==> config.mk <==
export PLATFORM = sky130hd
export DESIGN_NAME = indirect_object_bound_check
export DESIGN_NICKNAME = d
export VERILOG_FILES = /design/src/logic/bound_compare.v /design/src/logic/indirect_object_bound_check.v
export VERILOG_INCLUDE_DIRS = /design/src /design/src/inc
export SDC_FILE = /design/constraint.sdc
export NUM_CORES = 1
export LEC_CHECK = 0
export BUFFER_PORTS_ARGS = -buffer_cell sky130_fd_sc_hd__buf_2
export CAP_MARGIN = 20
export CORE_ASPECT_RATIO = 0.7
export CORE_MARGIN = 4
export CORE_UTILIZATION = 53
export CTS_BUF_LIST = sky130_fd_sc_hd__clkbuf_8
export DETAILED_ROUTE_END_ITERATION = 16
export PLACE_DENSITY = 0.89
export SLEW_MARGIN = 25
export SYNTH_ARGS = -nofsm -noshare
export SYNTH_HDL_FRONTEND = slang
export SYNTH_HIERARCHICAL = 1
export SYNTH_SLANG_ARGS = --single-unit
==> constraint.sdc <==
create_clock -name clk_in -period 8 [get_ports clk_in]
set_clock_uncertainty 0.05 [all_clocks]
set_input_delay 1.2 -clock clk_in [delete_from_list [all_inputs] [get_ports clk_in]]
set_output_delay 1.2 -clock clk_in [all_outputs]
set_load 0.03 [all_outputs]
==> src/inc/bound_check_regs.vh <==
// Overview of operation
// RULE1: Compare indirect loads against exclusive 4K bound.
// RULE2: Loads at or above bound return zero.
// RULE3: Bound field zero disables the check.
// RULE4: Bound field all ones disables the check.
// RULE5: Issuer keeps non-zero bound above base.
// RULE6: Commands without indirect data skip the check.
// RULE7: Bound loads only when modify bit set.
`ifndef BOUND_CHECK_REGS_VH
`define BOUND_CHECK_REGS_VH

// ==========================================================
// State dword field layout
`define BOUND_MSB 31
`define BOUND_LSB 12
`define BOUND_W 20
`define RESERVED_MSB 11
`define RESERVED_LSB 1
`define MODIFY_EN_BIT 0

// ==========================================================
// Bound values
`define BOUND_RESET 20'h00000
`define BOUND_OFF_ZERO 20'h00000
`define BOUND_OFF_ONES 20'hfffff
`define RESERVED_ZERO 11'h000

// ==========================================================
// Address layout
`define ADDR_W 32
`define PAGE_MSB 31
`define PAGE_LSB 12

`endif

==> src/logic/bound_compare.v <==
`timescale 1ns/100ps
`include "bound_check_regs.vh"

module bound_compare #(
    parameter W = `BOUND_W
) (
    // Programmed bound and request page
    input wire [W-1:0] bound_in,
    input wire [W-1:0] page_in,
    // Check enable for the current command
    input wire active_in,
    // Result
    output wire blocked_out
);

    wire disabled;

    // Either reserved bound value turns the check off
    assign disabled = (bound_in == `BOUND_OFF_ZERO) || // RULE3
                      (bound_in == `BOUND_OFF_ONES);   // RULE4

    // Bound is exclusive, so equality is already out of range
    assign blocked_out = active_in && !disabled && (page_in >= bound_in); // RULE1

endmodule // bound_compare

==> src/logic/indirect_object_bound_check.v <==
`timescale 1ns/100ps
`include "bound_check_regs.vh"

module indirect_object_bound_check #(
    parameter DATA_W = 64,
    parameter COUNT_W = 16
) (
    // Clock and reset
    input wire clk_in,
    input wire rst_in,
    // State command dword from the command streamer
    input wire state_valid_in,
    input wire [31:0] state_dword_in,
    // Media work command start
    input wire cmd_start_in,
    input wire cmd_has_indirect_in,
    // Indirect load requests from the fetch unit
    input wire req_valid_in,
    input wire [`ADDR_W-1:0] req_addr_in,
    output wire req_ready_out,
    // Load answers to the fetch unit
    output wire rsp_valid_out,
    output wire [DATA_W-1:0] rsp_data_out,
    input wire rsp_ready_in,
    // Memory read path
    output wire mem_req_valid_out,
    output wire [`ADDR_W-1:0] mem_req_addr_out,
    input wire mem_req_ready_in,
    input wire mem_rsp_valid_in,
    input wire [DATA_W-1:0] mem_rsp_data_in,
    // Status
    input wire stat_clear_in,
    output wire [`BOUND_W-1:0] bound_out,
    output wire check_active_out,
    output wire reserved_error_out,
    output wire [COUNT_W-1:0] blocked_count_out
);

    // ==========================================================
    // State encoding
    localparam [1:0] ST_IDLE = 2'h0;
    localparam [1:0] ST_ISSUE = 2'h1;
    localparam [1:0] ST_WAIT = 2'h2;
    localparam [1:0] ST_RESP = 2'h3;

    localparam [COUNT_W-1:0] COUNT_ONE = {{(COUNT_W-1){1'b0}}, 1'b1};
    localparam [COUNT_W-1:0] COUNT_MAX = {COUNT_W{1'b1}};
    localparam [DATA_W-1:0] ZERO_DATA = {DATA_W{1'b0}};

    reg [1:0] state_reg;
    reg [1:0] state_next;
    reg [`BOUND_W-1:0] bound_reg;
    reg active_reg;
    reg reserved_err_reg;
    reg [COUNT_W-1:0] count_reg;
    reg [COUNT_W-1:0] count_next;
    reg [`ADDR_W-1:0] addr_reg;
    reg [DATA_W-1:0] data_reg;
    reg rsp_valid_reg;

    wire blocked;
    wire take_req;
    wire load_bound;
    wire reserved_set;

    // ==========================================================
    // Bound storage
    // Only the modify bit lets a dword replace the bound
    assign load_bound = state_valid_in && state_dword_in[`MODIFY_EN_BIT]; // RULE7

    // Reserved bits must be zero; flag any violation
    assign reserved_set = state_valid_in &&
        (state_dword_in[`RESERVED_MSB:`RESERVED_LSB] != `RESERVED_ZERO);

    // Keep the old bound when the modify bit is clear
    always @(posedge clk_in or posedge rst_in) begin
        if (rst_in) begin
            bound_reg <= `BOUND_RESET;
        end else if (load_bound) begin
            bound_reg <= state_dword_in[`BOUND_MSB:`BOUND_LSB]; // RULE7
        end
    end

    // Per-command check enable
    // A command without indirect data never consults the bound
    always @(posedge clk_in or posedge rst_in) begin
        if (rst_in) begin
            active_reg <= 1'b0;
        end else if (cmd_start_in) begin
            active_reg <= cmd_has_indirect_in; // RULE6
        end
    end

    // Sticky reserved-bit flag; a new violation beats the clear
    always @(posedge clk_in or posedge rst_in) begin
        if (rst_in) begin
            reserved_err_reg <= 1'b0;
        end else if (reserved_set) begin
            reserved_err_reg <= 1'b1;
        end else if (stat_clear_in) begin
            reserved_err_reg <= 1'b0;
        end
    end

    // ==========================================================
    // Range check
    // Non-zero bound above base is trusted from the issuer
    bound_compare #(
        .W(`BOUND_W)
    ) u_compare (
        .bound_in(bound_reg),
        .page_in(req_addr_in[`PAGE_MSB:`PAGE_LSB]),
        .active_in(active_reg),
        .blocked_out(blocked)
    );

    // ==========================================================
    // Request sequencing
    // One load in flight keeps zeroed answers in order
    assign req_ready_out = (state_reg == ST_IDLE);
    assign take_req = req_valid_in && req_ready_out;

    // Next state
    always @* begin
        state_next = state_reg;
        case (state_reg)
            ST_IDLE: begin
                if (take_req && blocked) begin
                    state_next = ST_RESP;
                end else if (take_req) begin
                    state_next = ST_ISSUE;
                end
            end
            ST_ISSUE: begin
                if (mem_req_ready_in) begin
                    state_next = ST_WAIT;
                end
            end
            ST_WAIT: begin
                if (mem_rsp_valid_in) begin
                    state_next = ST_RESP;
                end
            end
            ST_RESP: begin
                if (rsp_ready_in) begin
                    state_next = ST_IDLE;
                end
            end
            default: begin
                state_next = ST_IDLE;
            end
        endcase
    end

    // State register
    always @(posedge clk_in or posedge rst_in) begin
        if (rst_in) begin
            state_reg <= ST_IDLE;
        end else begin
            state_reg <= state_next;
        end
    end

    // Request address capture
    always @(posedge clk_in or posedge rst_in) begin
        if (rst_in) begin
            addr_reg <= {`ADDR_W{1'b0}};
        end else if (take_req) begin
            addr_reg <= req_addr_in;
        end
    end

    // Answer data and valid
    // Blocked loads never reach memory, saving a wasted fetch
    always @(posedge clk_in or posedge rst_in) begin
        if (rst_in) begin
            data_reg <= ZERO_DATA;
            rsp_valid_reg <= 1'b0;
        end else begin
            if (state_reg == ST_IDLE && take_req && blocked) begin
                data_reg <= ZERO_DATA; // RULE2
                rsp_valid_reg <= 1'b1;
            end else if (state_reg == ST_WAIT && mem_rsp_valid_in) begin
                data_reg <= mem_rsp_data_in;
                rsp_valid_reg <= 1'b1;
            end else if (state_reg == ST_RESP && rsp_ready_in) begin
                rsp_valid_reg <= 1'b0;
            end
        end
    end

    // ==========================================================
    // Blocked load counter
    // Saturates rather than wraps; a blocked load in the clear cycle restarts the count at one
    always @* begin
        count_next = count_reg;
        if (take_req && blocked) begin
            if (stat_clear_in) begin
                count_next = COUNT_ONE;
            end else if (count_reg != COUNT_MAX) begin
                count_next = count_reg + COUNT_ONE;
            end
        end else if (stat_clear_in) begin
            count_next = {COUNT_W{1'b0}};
        end
    end

    // Counter register
    always @(posedge clk_in or posedge rst_in) begin
        if (rst_in) begin
            count_reg <= {COUNT_W{1'b0}};
        end else begin
            count_reg <= count_next;
        end
    end

    // ==========================================================
    // Outputs
    assign mem_req_valid_out = (state_reg == ST_ISSUE);
    assign mem_req_addr_out = addr_reg;
    assign rsp_valid_out = rsp_valid_reg;
    assign rsp_data_out = data_reg;
    assign bound_out = bound_reg;
    assign check_active_out = active_reg;
    assign reserved_error_out = reserved_err_reg;
    assign blocked_count_out = count_reg;

endmodule // indirect_object_bound_check

==> flow_results.xml <==
<?xml version="1.0" encoding="UTF-8"?>
<metrics>
  <group name="logic_synthesis">
    <metric name="synth-edff-count" unit="">0</metric>
    <metric name="number_of_flip_flops_and_latches_in_the_synthesized_netlist" unit="">137</metric>
    <metric name="post_synthesis_cells" unit="">602</metric>
    <metric name="mappedNetlistArea" unit="µm²">6185</metric>
    <metric name="netlist-cell-type-count" unit="">38</metric>
    <metric name="synth_async_sr_flop_share" unit="%">100.0</metric>
    <metric name="syn-num-nets" unit="">766</metric>
    <metric name="synth_flop_cell" unit="">dfrtp_1</metric>
    <metric name="ys_seq_area_share" unit="%">55.43</metric>
    <metric name="postSynthAreaPerCell" unit="µm²">10.27</metric>
    <metric name="synth-warning-count" unit="">6</metric>
  </group>
  <group name="cells_and_area">
    <metric name="multiInputGateArea" unit="µm²">2546</metric>
    <metric name="number_of_filler_cells_placed_in_the_layout" unit="">858</metric>
    <metric name="flow.area_growth_from_synthesis" unit="%">31.20</metric>
    <metric name="largest_register_ffs" unit="">64</metric>
    <metric name="area.sequential" unit="µm²">3428</metric>
    <metric name="nets" unit="">1033</metric>
    <metric name="final_cells" unit="">1035</metric>
    <metric name="layout.cell_area.non_filler" unit="µm²">8114</metric>
    <metric name="drive_gt1_share" unit="%">41.88</metric>
    <metric name="final_core_occ" unit="%">72.38</metric>
  </group>
  <group name="global_routing">
    <metric name="grtUsageMet2" unit="%">39.85</metric>
    <metric name="grt_max_degree" unit="">73</metric>
    <metric name="grt_overflow_total" unit="">0</metric>
    <metric name="grt_pass1_wl" unit="µm">26300</metric>
    <metric name="global_route_met3_usage" unit="%">8.651</metric>
    <metric name="top_usage_layer" unit="">met2</metric>
    <metric name="grt.total_usage" unit="%">24.49</metric>
    <metric name="first_global_vias" unit="">5360</metric>
    <metric name="antenna_found_initial" unit="">1</metric>
    <metric name="met1_usage" unit="%">30.27</metric>
  </group>
  <group name="worst_setup_path">
    <metric name="setup.worst_path.class" unit="">input port to flop</metric>
    <metric name="timing.rr.start" unit="">bound_out[7]</metric>
    <metric name="arrival_time_worst_endpoint" unit="ns">4.45</metric>
    <metric name="element_type_at_the_critical_path_end" unit="">flop</metric>
    <metric name="startpoint_type" unit="">input port</metric>
    <metric name="cp_data_required_time" unit="ns">8.25</metric>
    <metric name="launching_element_of_the_worst_setup_path" unit="">req_addr_in[15]</metric>
    <metric name="crit_path_max_fanout" unit="">14</metric>
  </group>
  <group name="clock_tree">
    <metric name="clock_sink_count" unit="">137</metric>
    <metric name="cts_inserted_buffers" unit="">17</metric>
    <metric name="longest_clk_path_bufs" unit="">2</metric>
    <metric name="clock_slew_at_reported_path_ffs" unit="ns">0.08</metric>
    <metric name="post_cts_setup_buffer_count" unit="">0</metric>
    <metric name="hold_fix_buffer_count_after_cts" unit="">0</metric>
    <metric name="worst_skew_pair.late_latency" unit="ns">0.41</metric>
    <metric name="cts-htree-levels" unit="">4</metric>
    <metric name="clock_tree.root_cell" unit="">clkbuf_8</metric>
    <metric name="postCtsResizedCells" unit="">0</metric>
    <metric name="cts_tree" unit="">done</metric>
  </group>
  <group name="routing">
    <metric name="drt_drc_violations_left" unit="">0</metric>
    <metric name="detail_route.vias_per_cell" unit="">5.329</metric>
    <metric name="detailroute.via_count" unit="">5516</metric>
    <metric name="route.detailed.wl_per_inst" unit="µm">16.46</metric>
    <metric name="first_iter_violations" unit="">292</metric>
    <metric name="ant_nets" unit="">0</metric>
    <metric name="drt_first_pass_iters" unit="">5</metric>
    <metric name="detailed_route_wire_length" unit="µm">17030</metric>
  </group>
  <group name="power">
    <metric name="power_density" unit="nW/µm²">388.1</metric>
    <metric name="worst_ir_drop_vdd" unit="V">0.0002848</metric>
    <metric name="totalPowerFinal" unit="mW">3.149</metric>
    <metric name="leakagePower" unit="nW">4.140</metric>
  </group>
  <group name="worst_hold_path">
    <metric name="timing.hold.worst.class" unit="">flop to flop</metric>
    <metric name="hold_path.startpoint" unit="">mem_req_addr_out[9]</metric>
  </group>
  <group name="placed_design">
    <metric name="dpl_worst_slack" unit="ns">3.452</metric>
    <metric name="postPlaceCellArea" unit="µm²">7685</metric>
    <metric name="total_instance_count_after_detailed_placement" unit="">1003</metric>
    <metric name="finalWeightedCongestion" unit="">0.8232</metric>
    <metric name="hpwlAfterDp" unit="µm">12400</metric>
    <metric name="port_buffers" unit="">274</metric>
  </group>
  <group name="timing">
    <metric name="slew_violations" unit="">0</metric>
    <metric name="holdWs" unit="ns">0.4525</metric>
    <metric name="setup-tns-final" unit="ns">0</metric>
    <metric name="final-setup-viol-count" unit="">0</metric>
    <metric name="slew_headroom" unit="%">40.37</metric>
    <metric name="grt_setup_unrepaired" unit="">false</metric>
    <metric name="achievable-frequency" unit="GHz">0.2383</metric>
    <metric name="final_min_period_over_clock_period" unit="%">52.44</metric>
    <metric name="setup_ws" unit="ns">3.804</metric>
    <metric name="final_period_minus_worst_setup_slack" unit="ns">4.196</metric>
    <metric name="tightestPinTransition" unit="ns">0.8944</metric>
    <metric name="report.final.hold_viol_count" unit="">0</metric>
  </group>
  <group name="floorplan">
    <metric name="design.core.area" unit="µm²">11210</metric>
    <metric name="num_rows" unit="">32</metric>
    <metric name="floorplan.initialDensity" unit="%">55.17</metric>
    <metric name="die_w" unit="µm">137.1</metric>
    <metric name="overall_die_area" unit="µm²">13490</metric>
    <metric name="dieHeight" unit="µm">98.38</metric>
    <metric name="number_of_top_level_pins" unit="">275</metric>
  </group>
  <group name="status">
    <metric name="run_status" unit="">finished clean</metric>
  </group>
  <group name="job">
    <metric name="cap_viol_max_count" unit="">0</metric>
  </group>
</metrics>
[worst max-delay path, cell delays in order]
cell       delay [ns]
buf_2            0.11
ha_1             0.27
o21ai_0          0.08
a2111oi_0        0.51
o21ai_0          0.20
a31oi_1          0.25
nand3_1          0.41
or4b_1           0.72
nor4_1           0.33
mux2_2           0.37
[layer usage]
layer,up-vias,part of all wire [%]
li1,2620,-
met1,2617,40
met2,249,48
met3,30,9.7
met4,0,2.0
met5,-,0
[cell families after synthesis]
family / Yosys count / synth area share (%)
AND/OR/NAND/NOR: 208 / 15.13
AO/OA/AOI/OAI: 115 / 10.36
adder cells (fa/ha/maj): 26 / 5.260
buffers and inverters: 60 / 3.662
flip-flops: 137 / 55.43
multiplexers: 56 / 10.16
[placed cells by master, fill, tap and decap left out, drive strengths merged, types with 4 or more instances in the layout]
master  count
a21oi      86
ha         26
or4         8
o21ai       9
nand3       7
clkbuf     18
buf       278
nor2        4
nand4      11
bufinv      4
nor4       11
clkinv      5
nand2     147
o31ai       7
dfrtp     137
mux2       54
inv        31
or3         6
[cell usage after synthesis, drive strengths merged (2+ instances only)]
| master | n | area [µm²] |
|---|---|---|
| dfrtp | 137 | 3428 |
| o21ai | 9 | 45.04 |
| nor4 | 11 | 68.82 |
| o221ai | 2 | 17.52 |
| or4 | 8 | 60.06 |
| nand3 | 7 | 35.03 |
| nand2b | 3 | 18.77 |
| o31ai | 7 | 52.55 |
| and3 | 3 | 18.77 |
| clkbuf | 19 | 71.32 |
| nand2 | 147 | 551.8 |
| nor3 | 2 | 10.01 |
| mux2 | 54 | 608.1 |
| ha | 26 | 325.3 |
| o41ai | 2 | 17.52 |
| or3 | 6 | 37.54 |
| a2111oi | 2 | 17.52 |
| mux2i | 2 | 20.02 |
| nor2 | 4 | 15.01 |
| nand4 | 11 | 75.07 |
| buf | 11 | 42.54 |
| a21oi | 86 | 430.4 |
| inv | 30 | 112.6 |
| o311ai | 2 | 17.52 |
[where the power goes]
group / switching, mW / total [mW] / leakage [nW] / internal [mW]
Sequential: 0.156 / 1.12 / 1.71 / 0.967
Combinational: 0.967 / 1.42 / 2.22 / 0.454
Clock: 0.261 / 0.605 / 0.212 / 0.345
[worst paths after layout]
check / cells past startpoint / slack, ns / endpoint
min reg2reg: 1 / 0.45 / mem_req_addr_out[9]
min in group asynchronous: 2 / 0.79 / mem_req_addr_out[10]
max reg2reg: 10 / 4.15 / blocked_count_out[15]
min: 1 / 0.45 / mem_req_addr_out[9]
max in group asynchronous: 3 / 5.78 / rsp_valid_out
max: 10 / 3.80 / blocked_count_out[15]
[cell type report]
| class | count | share of cell area (%) |
|---|---|---|
| flip-flops and latches | 137 | 42.25 |
| multi-input cells | 405 | 31.38 |
| repair buffers | 278 | 17.27 |
| clock buffers | 18 | 3.053 |
| well taps | 153 | 2.359 |
| clock inverters | 13 | 2.205 |
| inverters | 30 | 1.450 |
| diodes | 1 | 0.03084 |
(Power assumes the default switching activity.)
